[src/design/refclk_defines.svh]
// constants for the reference clock control block: control word layout,
// power-up field values, register offsets and clock figures.
// assumes inclusion by bare name from design and verification files.
`ifndef REFCLK_DEFINES_SVH
`define REFCLK_DEFINES_SVH

// address nibble of a serial control word and the code of this word
`define RC_ADDR_MSB     3
`define RC_ADDR_LSB     0
`define RC_ADDR_REF     4'h1

// field positions inside the reference control word
`define RC_OSC_EN_BIT   12
`define RC_BIAS_MSB     14
`define RC_BIAS_LSB     13
`define RC_DIV_MSB      10
`define RC_DIV_LSB      7

// power-up field values
`define RC_OSC_EN_RST   1'b1
`define RC_BIAS_RST     2'h0
`define RC_DIV_RST      4'h4

// plain register port offsets
`define RC_OFS_CTRL     8'h00
`define RC_OFS_STATUS   8'h04

// status word fields
`define RC_ST_OSC_BIT   0
`define RC_ST_DIV_BIT   1
`define RC_ST_ACC_LSB   8
`define RC_ST_FOR_LSB   16

`define RC_CLK_PERIOD_NS 10

`endif

[src/design/refclk_pkg.sv]
// types shared by the reference clock control block.
// assumes nothing of its surroundings.
package refclk_pkg;

	// decoded reference control fields
	typedef struct packed {
		logic       osc_en;
		logic [1:0] bias;
		logic [3:0] div;
	} ref_ctrl_s;

	// one cycle of the plain register port
	typedef struct packed {
		logic [7:0]  addr;
		logic [31:0] wdata;
		logic        wr;
		logic        rd;
	} bus_req_s;

	// serial control pins driven by the host, asynchronous to clk_i
	typedef struct packed {
		logic sclk;
		logic sdata;
		logic sle;
	} serial_pins_s;

endpackage : refclk_pkg

[src/design/serial_word_shifter.sv]
// 32-bit serial control word shifter with pin synchronisers.
// assumes sclk, sdata and sle come from the host, unrelated to clk_i,
// and that sclk is much slower than clk_i.
`timescale 1ns/1ps
`default_nettype none

module serial_word_shifter (
	input  wire logic                     clk_i,
	input  wire logic                     arst_n_i,
	input  wire refclk_pkg::serial_pins_s pins_i,
	output var  logic [31:0]              word_o,
	output var  logic                     valid_o
);
	import refclk_pkg::*;

	serial_pins_s sync1_q;
	serial_pins_s sync2_q;
	logic         sclk_prev_q;
	logic         sle_prev_q;
	logic [31:0]  shift_q;
	logic         sclk_rise;
	logic         sle_rise;

	always_ff @(posedge clk_i or negedge arst_n_i) begin
		if (!arst_n_i) begin
			sync1_q <= '0;
			sync2_q <= '0;
		end else begin
			sync1_q <= pins_i;
			sync2_q <= sync1_q;
		end
	end

	always_ff @(posedge clk_i or negedge arst_n_i) begin
		if (!arst_n_i) begin
			sclk_prev_q <= 1'b0;
			sle_prev_q  <= 1'b0;
		end else begin
			sclk_prev_q <= sync2_q.sclk;
			sle_prev_q  <= sync2_q.sle;
		end
	end

	assign sclk_rise = sync2_q.sclk & ~sclk_prev_q;
	assign sle_rise  = sync2_q.sle & ~sle_prev_q;

	// [RULE10] shift on sclk rise
	always_ff @(posedge clk_i or negedge arst_n_i) begin
		if (!arst_n_i) begin
			shift_q <= 32'h0000_0000;
		end else if (sclk_rise) begin
			shift_q <= {shift_q[30:0], sync2_q.sdata};
		end
	end

	// latch the whole word on the rising latch enable
	always_ff @(posedge clk_i or negedge arst_n_i) begin
		if (!arst_n_i) begin
			word_o  <= 32'h0000_0000;
			valid_o <= 1'b0;
		end else begin
			valid_o <= sle_rise;
			if (sle_rise) begin
				word_o <= shift_q;
			end
		end
	end
endmodule : serial_word_shifter

`default_nettype wire

[src/design/divided_reference_output_divider.sv]
// even divider for the divided reference output.
// assumes clk_i is the reference and div_i comes from logic on clk_i.
`timescale 1ns/1ps
`default_nettype none

module divided_reference_output_divider #(
	parameter int unsigned DIV_W = 4
) (
	input  wire logic             clk_i,
	input  wire logic             arst_n_i,
	input  wire logic [DIV_W-1:0] div_i,
	output var  logic             clk_div_o,
	output var  logic             active_o
);
	logic [DIV_W-1:0] cnt_q;
	logic [DIV_W-1:0] div_q;
	logic             restart;

	assign restart = (div_i != div_q);

	// [RULE5] [RULE11] half period of div_i
	// [RULE7] each phase is div_i cycles
	always_ff @(posedge clk_i or negedge arst_n_i) begin
		if (!arst_n_i) begin
			cnt_q     <= '0;
			div_q     <= '0;
			clk_div_o <= 1'b0;
		end else begin
			div_q <= div_i;
			if (restart) begin
				cnt_q     <= '0;
				clk_div_o <= (div_i != '0);
			end else if (div_i == '0) begin
				// [RULE8] zero stops output
				cnt_q     <= '0;
				clk_div_o <= 1'b0;
			end else if (cnt_q == div_i - 1'b1) begin
				// either phase starts here, on a reference rising edge
				cnt_q     <= '0;
				clk_div_o <= ~clk_div_o;
			end else begin
				cnt_q <= cnt_q + 1'b1;
			end
		end
	end

	always_ff @(posedge clk_i or negedge arst_n_i) begin
		if (!arst_n_i) begin
			active_o <= 1'b0;
		end else begin
			active_o <= (div_i != '0);
		end
	end

	// helper: length of each output phase, checked on the next change
	logic             seen_q;
	logic [DIV_W:0]   len_q;
	logic [DIV_W:0]   prev_len_q;
	logic [1:0]       settled_q;
	logic             edge_seen;

	assign edge_seen = (clk_div_o != seen_q);

	always_ff @(posedge clk_i or negedge arst_n_i) begin
		if (!arst_n_i) begin
			seen_q     <= 1'b0;
			len_q      <= '0;
			prev_len_q <= '0;
			settled_q  <= 2'h0;
		end else begin
			seen_q <= clk_div_o;
			if (edge_seen) begin
				len_q      <= {{DIV_W{1'b0}}, 1'b1};
				prev_len_q <= len_q;
			end else if (len_q != '1) begin
				len_q <= len_q + 1'b1;
			end
			if (restart) begin
				settled_q <= 2'h0;
			end else if (edge_seen && settled_q != 2'h3) begin
				settled_q <= settled_q + 2'h1;
			end
		end
	end
endmodule : divided_reference_output_divider

`default_nettype wire

[src/design/reference_osc_divided_reference_output_divider.sv]
// reference oscillator control and divided reference output.
// assumes clk_i is the reference clock itself, arst_n_i is the chip enable
// pin, the serial pins come from the host and the register port is on clk_i.
//
// Notes on behaviour
// [RULE1] oscillator runs only while enable bit set
// [RULE2] enable defaults on; chip enable low stops it
// [RULE3] host clears bit for logic-level external reference
// [RULE4] two-bit crystal bias selects start-up current
// [RULE5] output divides by even ratio 2 to 30
// [RULE6] divider field powers up at divide-by-eight
// [RULE7] output equal high/low, inverted to reference; code changes the output on reference rising edges, not inverted
// [RULE8] divider field zero stops the output
// [RULE9] chip enable low restores every default
// [RULE10] words shift serially, sampled on serial clock rise
// [RULE11] ratio is twice the divider field value
`timescale 1ns/1ps
`default_nettype none

`include "refclk_defines.svh"

module reference_osc_divided_reference_output_divider #(
	parameter int unsigned DIV_W = 4,
	parameter int unsigned CNT_W = 8
) (
	input  wire logic                     clk_i,
	input  wire logic                     arst_n_i,
	input  wire refclk_pkg::bus_req_s     bus_i,
	output var  logic [31:0]              rdata_o,
	input  wire refclk_pkg::serial_pins_s ser_i,
	output var  logic                     osc_run_o,
	output var  logic [1:0]               crystal_bias_select_o,
	output var  logic                     divided_reference_output_o
);
	import refclk_pkg::*;

	// decode a control word into its fields
	function automatic ref_ctrl_s decode_ctrl(input logic [31:0] w);
		ref_ctrl_s c;
		c.osc_en = w[`RC_OSC_EN_BIT];
		c.bias   = w[`RC_BIAS_MSB:`RC_BIAS_LSB];
		c.div    = w[`RC_DIV_MSB:`RC_DIV_LSB];
		return c;
	endfunction : decode_ctrl

	// build the readback image of the stored fields
	function automatic logic [31:0] encode_ctrl(input ref_ctrl_s c);
		logic [31:0] w;
		w = 32'h0000_0000;
		w[`RC_ADDR_MSB:`RC_ADDR_LSB] = `RC_ADDR_REF;
		w[`RC_OSC_EN_BIT] = c.osc_en;
		w[`RC_BIAS_MSB:`RC_BIAS_LSB] = c.bias;
		w[`RC_DIV_MSB:`RC_DIV_LSB] = c.div;
		return w;
	endfunction : encode_ctrl

	// a serial word belongs to this block when its address nibble matches
	function automatic logic is_ref_word(input logic [31:0] w);
		return w[`RC_ADDR_MSB:`RC_ADDR_LSB] == `RC_ADDR_REF;
	endfunction : is_ref_word

	localparam ref_ctrl_s CTRL_RST = '{
		osc_en: `RC_OSC_EN_RST,
		bias:   `RC_BIAS_RST,
		div:    `RC_DIV_RST
	};

	ref_ctrl_s        ctrl_q;
	logic [31:0]      ser_word;
	logic             ser_valid;
	logic             ser_load;
	logic             ser_foreign;
	logic             wr_ctrl;
	logic             rd_hit_ctrl;
	logic             rd_hit_status;
	logic             div_active;
	logic [CNT_W-1:0] acc_cnt_q;
	logic [CNT_W-1:0] for_cnt_q;
	logic [31:0]      status_w;

	// [RULE10] serial word capture
	serial_word_shifter u_shifter (
		.clk_i    (clk_i),
		.arst_n_i (arst_n_i),
		.pins_i   (ser_i),
		.word_o   (ser_word),
		.valid_o  (ser_valid)
	);

	assign ser_load    = ser_valid & is_ref_word(ser_word);
	assign ser_foreign = ser_valid & ~is_ref_word(ser_word);
	assign wr_ctrl     = bus_i.wr & (bus_i.addr == `RC_OFS_CTRL);
	assign rd_hit_ctrl   = bus_i.rd & (bus_i.addr == `RC_OFS_CTRL);
	assign rd_hit_status = bus_i.rd & (bus_i.addr == `RC_OFS_STATUS);

	// [RULE9] chip enable low restores defaults
	// [RULE6] divider starts at divide-by-eight
	always_ff @(posedge clk_i or negedge arst_n_i) begin
		if (!arst_n_i) begin
			ctrl_q <= CTRL_RST;
		end else if (wr_ctrl) begin
			// register port wins over a serial word in the same cycle
			ctrl_q <= decode_ctrl(bus_i.wdata);
		end else if (ser_load) begin
			ctrl_q <= decode_ctrl(ser_word);
		end
	end

	// [RULE1] oscillator follows its enable bit
	// [RULE2] forced off while chip enable low
	always_ff @(posedge clk_i or negedge arst_n_i) begin
		if (!arst_n_i) begin
			osc_run_o <= 1'b0;
		end else begin
			osc_run_o <= ctrl_q.osc_en;
		end
	end

	// [RULE4] bias code to oscillator
	always_ff @(posedge clk_i or negedge arst_n_i) begin
		if (!arst_n_i) begin
			crystal_bias_select_o <= `RC_BIAS_RST;
		end else begin
			crystal_bias_select_o <= ctrl_q.bias;
		end
	end

	// [RULE5] [RULE7] [RULE8] [RULE11] even divider
	divided_reference_output_divider #(
		.DIV_W (DIV_W)
	) u_divider (
		.clk_i     (clk_i),
		.arst_n_i  (arst_n_i),
		.div_i     (ctrl_q.div),
		.clk_div_o (divided_reference_output_o),
		.active_o  (div_active)
	);

	// counts of accepted and foreign serial words, saturating
	always_ff @(posedge clk_i or negedge arst_n_i) begin
		if (!arst_n_i) begin
			acc_cnt_q <= '0;
			for_cnt_q <= '0;
		end else begin
			if (ser_load && acc_cnt_q != '1) begin
				acc_cnt_q <= acc_cnt_q + 1'b1;
			end
			if (ser_foreign && for_cnt_q != '1) begin
				for_cnt_q <= for_cnt_q + 1'b1;
			end
		end
	end

	always_comb begin
		status_w = 32'h0000_0000;
		status_w[`RC_ST_OSC_BIT] = osc_run_o;
		status_w[`RC_ST_DIV_BIT] = div_active;
		status_w[`RC_ST_ACC_LSB +: CNT_W] = acc_cnt_q;
		status_w[`RC_ST_FOR_LSB +: CNT_W] = for_cnt_q;
	end

	// read data stand for one cycle after the strobe, zero otherwise
	always_ff @(posedge clk_i or negedge arst_n_i) begin
		if (!arst_n_i) begin
			rdata_o <= 32'h0000_0000;
		end else if (rd_hit_ctrl) begin
			rdata_o <= encode_ctrl(ctrl_q);
		end else if (rd_hit_status) begin
			rdata_o <= status_w;
		end else begin
			rdata_o <= 32'h0000_0000;
		end
	end
endmodule : reference_osc_divided_reference_output_divider

`default_nettype wire

[config.mk]
export PLATFORM = sky130hd
export DESIGN_NAME = reference_osc_divided_reference_output_divider
export DESIGN_NICKNAME = d
export VERILOG_FILES = /design/src/design/refclk_pkg.sv /design/src/design/serial_word_shifter.sv /design/src/design/divided_reference_output_divider.sv /design/src/design/reference_osc_divided_reference_output_divider.sv
export VERILOG_INCLUDE_DIRS = /design/src /design/src/design
export SDC_FILE = /design/constraint.sdc
export NUM_CORES = 1
export LEC_CHECK = 0
export BUFFER_PORTS_ARGS = -buffer_cell sky130_fd_sc_hd__buf_2
export CAP_MARGIN = 20
export CORE_MARGIN = 1.5
export CORE_UTILIZATION = 45
export DETAILED_ROUTE_END_ITERATION = 10
export GPL_TIMING_DRIVEN = 0
export PLACE_DENSITY_LB_ADDON = 0.1
export SLEW_MARGIN = 20
export SYNTH_ARGS = -nofsm -noshare
export SYNTH_HDL_FRONTEND = slang
export SYNTH_HIERARCHICAL = 1
export SYNTH_SLANG_ARGS = --single-unit
[constraint.sdc]
create_clock -name clk_i -period 4.05 [get_ports clk_i]
set_input_delay 0.405 -clock clk_i [delete_from_list [all_inputs] [get_ports clk_i]]
set_output_delay 0.405 -clock clk_i [all_outputs]
set_load 0.02 [all_outputs]
# Word level (Yosys, flattened, before mapping)
# Cells that the tools add are included.
# word_totals
elab_cells,61
mem_bits_ro,0
latch_bits,0
in_bits,47
mem_count,0
reg_bits,107
out_inout_bits,36
ram_bits,0
# classes
eq_ne,6
div_mod_pow,0
bitwise_logic,11
n_mul,0
shifts,0
add_sub_neg,4
n_mux,10
order_cmp,0
reduce_logical,7
# op_table
op,n
$mux W32,1
$mux W24,1
$add A8 B1 Y8 const B,2
$ne A8 B8 Y1 const B,2
$mux W7,2
$mux W4,3
$eq A8 B3 Y1 const B,1
$logic_not A8 Y1,1
$and A1 B1 Y1,7
$add A4 B1 Y4 const B,1
$eq A4 B1 Y1 const B,1
$eq A4 B4 Y1,1
$logic_not A4 Y1,1
$ne A4 B4 Y1,1
$not A1 Y1,4
$reduce_bool A4 Y1,1
$sub A4 B1 Y4 const B,1
$mux W1,3
$reduce_bool A3 Y1,1
$logic_and A1 B1 Y1,2
$reduce_bool A2 Y1,1

# Logic depth before layout (Yosys ltp)
# Gate-level depths: netlist of run 1.
# logic_depth
depth_word,5
depth_mapped,6
ltp_nobuf,6

# Modules after synthesis
# Netlist of run 1, hierarchy kept.
# modules_own_cells
mod,instances,area_each_um2,cells_each,seq_area_each_um2
serial_word_shifter,1,2939.1,147,1826.8
reference_osc_divided_reference_output_divider,1,1951.9,159,1128.6
divided_reference_output_divider,1,489.2,42,250.2

# Worst setup path after synthesis of run 1
# No wires, ideal clock.
# synth_timing
path_type,register to register
startpoint,register ctrl_q[0] (netlist bit)
endpoint,register u_divider.clk_div_o
path_stages_with_launch,7
period_less_slack_ns,1.598
t_arrival_ns,1.516
required_ns,3.968
setup_ns,0.082
path_buffers,0
slack_ns,2.452
cell_sequence,dfrtp_1 -> inv_1 -> ha_1 -> xnor3_1 -> nand3_1 -> or3_1 -> a31oi_1
# synth_between
elab_chain_cells,3
# synth_rtl
element,line_no,source
from (decl),reference_osc_divided_reference_output_divider.sv:68,ref_ctrl_s ctrl_q;
from (signal assigned),reference_osc_divided_reference_output_divider.sv:103,ctrl_q <= decode_ctrl(bus_i.wdata);
from (signal assigned),reference_osc_divided_reference_output_divider.sv:105,ctrl_q <= decode_ctrl(ser_word);
$sub A4 B1 Y4 or $logic_not A4 Y1 (tied branches),"divided_reference_output_divider.sv:37, divided_reference_output_divider.sv:33",
$eq A4 B4 Y1 or $mux W1 (tied branches),"divided_reference_output_divider.sv:37, divided_reference_output_divider.sv:33",
$reduce_bool A3 Y1 (no line) or $mux W1 (tied branches),--,
to (signal assigned),divided_reference_output_divider.sv:32,clk_div_o <= (div_i != '0);
to (signal assigned),divided_reference_output_divider.sv:40,clk_div_o <= ~clk_div_o;
to (decl),divided_reference_output_divider.sv:12,"output var logic clk_div_o,"
# Parallel ways exist; a longest one is shown, timed or not.
# A chain may end at the register's enable or synchronous reset.

# Worst setup path in the final report of run 1
# Same ends and word-level chain as after synthesis.

==> impl_metrics.csv, run 1 <==
group,metric,value,unit
run_status,outcome,"finished clean",
global_routing,grt_pass1_wl,9780,µm
sta,min_period_over_period,44.5,%
clock_network,clock_path_buffers,2,
placed_design,gp_congestion,0.746,
sta,final.setup.tns,0,ns
cells_and_area,diodes,0,
die,die_y,95.5,µm
power,power_density,568,nW/µm²
cells_and_area,area_growth,16.4,%
drt,via_count,2097,
clock_network,clock_latency,0.36,ns
drt,ant_nets,0,
sta,fmax,555,MHz
drt,drc,0,
synthesis,syn_avg_cell_area,14.2,µm²
cells_and_area,drive_gt1_share,35.5,%
drt,wl_per_cell,13.1,µm
sta,hold_viol_final,0,
clock_network,post_cts_buffers,0,
synthesis,synth_area,3850,µm²
setup_path,worstPathCellList,"inv_1, ha_1, xnor3_1, nand3_1, or3_1, a31oi_1",
clock_network,clk_pin_slew,0.09,ns
drt,first_pass_iters,4,
global_routing,grt_max_degree,52,
cells_and_area,final_nets,391,
placed_design,dpl-instance-area,4280,µm²
placed_design,port_buffers,44,
sta,final.setup.worst_slack,2.25,ns
setup_path,cp_slowest_cell,"dfrtp_1",
clock_network,ctsHoldBuffers,0,
die,design.die.area,9130,µm²
setup_path,critical_path_required,4.32,ns
power,leakagePower,2.33,nW
drt,wirelength,5860,µm
setup_path,startpoint_type,"flop",
clock_network,cts.sinks,90,
cells_and_area,final_cells,449,
setup_path,crit_type,"reg -> reg",
run,drv_cap,0,
sta,maxSlewHeadroom,65.1,%
sta,drv_slew,0,
sta,min_period,1.80,ns
clock_network,htreeDepth,3,
die,rows,33,
drt,drtIter0Drc,74,
placed_design,hpwlAfterDp,4160,µm
clock_network,cts_tree,"yes",
die,start_util,46.7,%
sta,whs,0.0118,ns
die,chipWidth,95.5,µm
placed_design,dp.cells,433,
global_routing,overflow,0,
clock_network,root_buffer,"clkbuf_8",
synthesis,synth_warnings,6,
die,ios,83,
power,ir_drop,276,µV
global_routing,grt_antenna_before_repair,0,
setup_path,crit_fanout,7,
global_routing,track_usage,14.3,%
placed_design,dp_slack,2.24,ns
global_routing,grt_pass1_vias,1957,
sta,grt_setup_unrepaired,"no",
hold_path,hold_path.class,"in -> async",
setup_path,critical_path.max_stage_delay,0.50,ns
cells_and_area,design_area,4480,µm²
clock_network,cts_buffers,9,
clock_network,post_cts_resized,0,
sta,finClkSkew,0.0100,ns
setup_path,critPathArrivalTime,2.08,ns
sta,tightest_slew,0.524,ns
drt,avgViaCountPerCell,4.67,
synthesis,synthCells,271,
die,core,8260,µm²
setup_path,worstSetupEndpointType,"flop",
sta,setup_viol,0,
## per-layer routing
metal | GRT usage, % | up-vias | routed length (µm)
met2 | 20.6 | 36 | 2660
li1 | - | 1025 | -
met3 | 3.59 | 12 | 210
met4 | 7.35 | 0 | 129
met1 | 19.9 | 1024 | 2860
met5 | 0 | - | 0
## registers in the layout, summed over array words and instances (netlist names), 2 cells and up
| signal | flops |
|---|---|
| u_divider/cnt_q | 4 |
| acc_cnt_q | 8 |
| u_shifter/word_o | 11 |
| crystal_bias_select_o | 2 |
| rdata_o | 19 |
| u_shifter/sync2_q | 3 |
| u_divider/div_q | 4 |
| for_cnt_q | 8 |
| ctrl_q | 7 |
| u_shifter/sync1_q | 3 |
| u_shifter/shift_q | 15 |
## metrics by stage
stage               power [W]  util, %
floorplan             0.00178        -
global placement      0.00193     51.5
detailed placement    0.00195     51.8
CTS                   0.00258     54.3
global route          0.00271     54.3
finish                0.00255     54.3
## layout by cell type, fill, tap and decap left out, types with 3 or more instances in the layout
master	instances
dfrtp_1	88
clkbuf_8	10
buf_6	3
buf_2	43
buf_4	14
a22o_1	6
ha_1	5
nor3_1	5
conb_1	13
mux2i_1	7
inv_1	7
mux2_4	25
xnor2_1	6
buf_12	5
nand2_1	4
xor2_1	18
nor2_1	20
mux2_2	3
a21oi_1	7
and2_1	13
nand3_1	8
nand4_1	4
## final timing paths
kind / start / endpoint / slack, ns / cells past startpoint
setup / recovery: ctrl_q[0] / u_divider/clk_div_o / 2.25 / 6
hold / removal: arst_n_i / rdata_o[21] / 0.01 / 1
setup reg to reg: ctrl_q[0] / u_divider/clk_div_o / 2.25 / 6
hold reg to reg: u_shifter/sync1_q[0] / u_shifter/sync2_q[0] / 0.36 / 0
max in group asynchronous: arst_n_i / ctrl_q[6] / 3.35 / 2
min in group clk_i: ser_i[1] / u_shifter/sync1_q[1] / 0.15 / 1
## area by class of cell
type / count / area, µm²
fillers: 740 / 3770
flip-flops and latches: 90 / 2250
multi-input cells: 164 / 1380
repair buffers: 45 / 250
plain buffers: 22 / 235
clock buffers: 11 / 141
well taps: 105 / 131
clock inverters: 5 / 62.6
inverters: 7 / 26.3
## worst max-delay path, delay by kind of cell, from the launching register on
family / cells / cell delay [ns]
AOI/OAI and AO/OA: 1 / 0.20
xor gates and xnor gates: 1 / 0.27
adders and majority gates: 1 / 0.22
buffers and inverters: 1 / 0.11
DFF: 1 / 0.50
and+or+nand+nor: 2 / 0.42
## power breakdown
group / internal (W) / switching, W
registers: 0.00113 / 0.000216
clock network: 0.000306 / 0.000317
logic: 0.000345 / 0.000230
total: 0.00178 / 0.000763
(Power assumes the default switching activity.)
==> run 2: changes to the inputs <==
==> constraint.sdc (replaced) <==
create_clock -name clk_i -period 1.6 [get_ports clk_i]
set_input_delay 0.16 -clock clk_i [delete_from_list [all_inputs] [get_ports clk_i]]
set_output_delay 0.16 -clock clk_i [all_outputs]
set_load 0.02 [all_outputs]
==> impl_metrics.csv, run 2 (synthesis gave the netlist of run 1 again) <==
group,metric,value,unit
power,pwr-share-seq,49.3,%
global_routing,grt_antenna_before_repair,0,
die,rows,33,
die,design.die.area,9130,µm²
clock_network,root_buffer,"clkbuf_8",
sta,setup_viol,1,
sta,tightest_slew,0.522,ns
power,p_int,0.00480,W
sta,maxSlewHeadroom,65.2,%
sta,finClkSkew,0.0104,ns
sta,whs,0.0517,ns
die,core,8260,µm²
cells_and_area,final_cell_mix,"85 x dfrtp_1, 43 x buf_2, 26 x mux2_4, 22 x buf_4, 20 x nor2_1",
setup_path,crit_type,"reg -> reg",
placed_design,hpwlAfterDp,4160,µm
setup_path,startpoint_type,"flop",
cells_and_area,diodes,0,
power,power.switching,0.00215,W
power,leakagePower,2.41,nW
placed_design,dpl-instance-area,4280,µm²
run_status,violations,"negative setup slack",
sta,grt_setup_unrepaired,"yes",
run_status,outcome,"finished, violations left",
hold_path,hold_path.class,"in -> reg",
run,drv_cap,0,
clock_network,clock_latency,0.35,ns
clock_network,cts.sinks,90,
sta,hold_viol_final,0,
cells_and_area,largest_reg_flops,19,
global_routing,grt_pass1_wl,10100,µm
setup_path,crit_fanout,3,
cells_and_area,area_growth,21.9,%
die,ios,83,
sta,final.setup.worst_slack,-0.0281,ns
cells_and_area,fillers,718,
cells_and_area,final_common_cell,"dfrtp_1",
drt,ant_nets,0,
die,start_util,46.7,%
die,chipWidth,95.5,µm
power,swShare,30.9,%
global_routing,grt_pass1_vias,2035,
setup_path,critical_path_required,1.88,ns
sta,min_period_over_period,102,%
clock_network,clk_pin_slew,0.09,ns
power,combPwrFrac,28.0,%
drt,first_pass_iters,4,
clock_network,clock_path_buffers,2,
cells_and_area,design_area,4700,µm²
sta,fmax,614,MHz
drt,drc,0,
placed_design,port_buffers,44,
placed_design,gp_congestion,0.746,
cells_and_area,drive_gt1_share,40.5,%
drt,wl_per_cell,13.4,µm
cells_and_area,reg_top3,"rdata_o: 19 flops, u_shifter/shift_q: 15 flops, u_shifter/word_o: 11 flops",
global_routing,grt_max_degree,52,
sta,min_period,1.63,ns
power,power.share.clock,22.7,%
die,die_y,95.5,µm
drt,via_count,2168,
drt,wirelength,6220,µm
clock_network,cts_tree,"yes",
clock_network,htreeDepth,3,
cells_and_area,final_nets,405,
global_routing,track_usage,14.8,%
drt,drtIter0Drc,58,
global_routing,overflow,0,
power,ir_drop,718,µV
cells_and_area,max_flop_register,"rdata_o",
clock_network,cts_buffers,9,
sta,drv_slew,0,
setup_path,critPathArrivalTime,1.90,ns
drt,avgViaCountPerCell,4.68,
power,power_density,1480,nW/µm²
power,power,0.00695,W
setup_path,worstSetupEndpointType,"flop",
run 2: layer usage:
| metal | routed length (µm) | up-vias | share of wire, % | GRT usage (%) |
|---|---|---|---|---|
| met5 | 0 | - | 0 | 0 |
| met4 | 108 | 0 | 1.7 | 7.35 |
| met3 | 206 | 11 | 3.3 | 3.59 |
| met2 | 2900 | 38 | 47 | 21.8 |
| met1 | 3010 | 1068 | 48 | 20.5 |
| li1 | - | 1051 | - | - |
run 2: power by group through the flow:
| stage | Combinational [W] | Sequential (W) | Clock [W] |
|---|---|---|---|
| final | 0.00195 | 0.00343 | 0.00158 |
| after global placement | 0.00142 | 0.00347 | 0 |
| after global routing | 0.00214 | 0.00351 | 0.00172 |
| after CTS | 0.00164 | 0.00342 | 0.00163 |
| after detailed placement | 0.00146 | 0.00349 | 0 |
| after floorplan | 0.00115 | 0.00336 | 0 |
run 2: final timing paths:
kind | start | to | slack, ns | cells after the start
worst max register to register | ctrl_q[1] | u_divider/clk_div_o | -0.03 | 6
worst min register to register | u_shifter/sync1_q[0] | u_shifter/sync2_q[0] | 0.36 | 0
min in group asynchronous | arst_n_i | rdata_o[21] | 0.32 | 2
worst min-delay path | bus_i[11] | ctrl_q[2] | 0.05 | 3
worst max-delay path | ctrl_q[1] | u_divider/clk_div_o | -0.03 | 6
max in group asynchronous | arst_n_i | ctrl_q[6] | 0.59 | 3
run 2: layout make-up:
| type | count | area, µm² | share of cell area (%) |
|---|---|---|---|
| Sequential cell | 90 | 2260 | 48.1 |
| Inverter | 7 | 26.3 | 0.560 |
| Buffer | 22 | 235 | 5.01 |
| Clock buffer | 11 | 141 | 3.01 |
| Timing Repair Buffer | 59 | 373 | 7.94 |
| Clock inverter | 5 | 62.6 | 1.33 |
| Tap cell | 105 | 131 | 2.80 |
| Multi-Input combinational cell | 164 | 1470 | 31.3 |
run 2: worst max-delay path, cell delays in order (launching register included):
cell and delay, ns:
dfrtp_2 0.44, buf_6 0.13, buf_4 0.14, nor3_4 0.18, xnor2_2 0.10, or3_1 0.35
a31oi_1 0.20
run 2: what timing repair did:
action / in CTS / in global routing
hold endpoints to repair: 42 / 0
hold buffers: 4 / 0
resized for setup: 6 / 13
setup buffers: 5 / 5
pin swaps: 3 / 6
endpoints found under the setup margin: 6 / 18
run 2: through the flow:
| stage | TNS [ns] | instances | worst slack, ns | util (%) |
|---|---|---|---|---|
| after floorplan | 0 | 283 | 0.00167 | - |
| after global placement | -38.78 | 432 | -0.440 | 51.5 |
| after detailed placement | -0.839 | 433 | -0.208 | 51.8 |
| after CTS | -0.0205 | 458 | -0.0205 | 55.5 |
| after global routing | -0.0944 | 463 | -0.0772 | 56.9 |
| final | -0.0281 | 463 | -0.0281 | 56.9 |
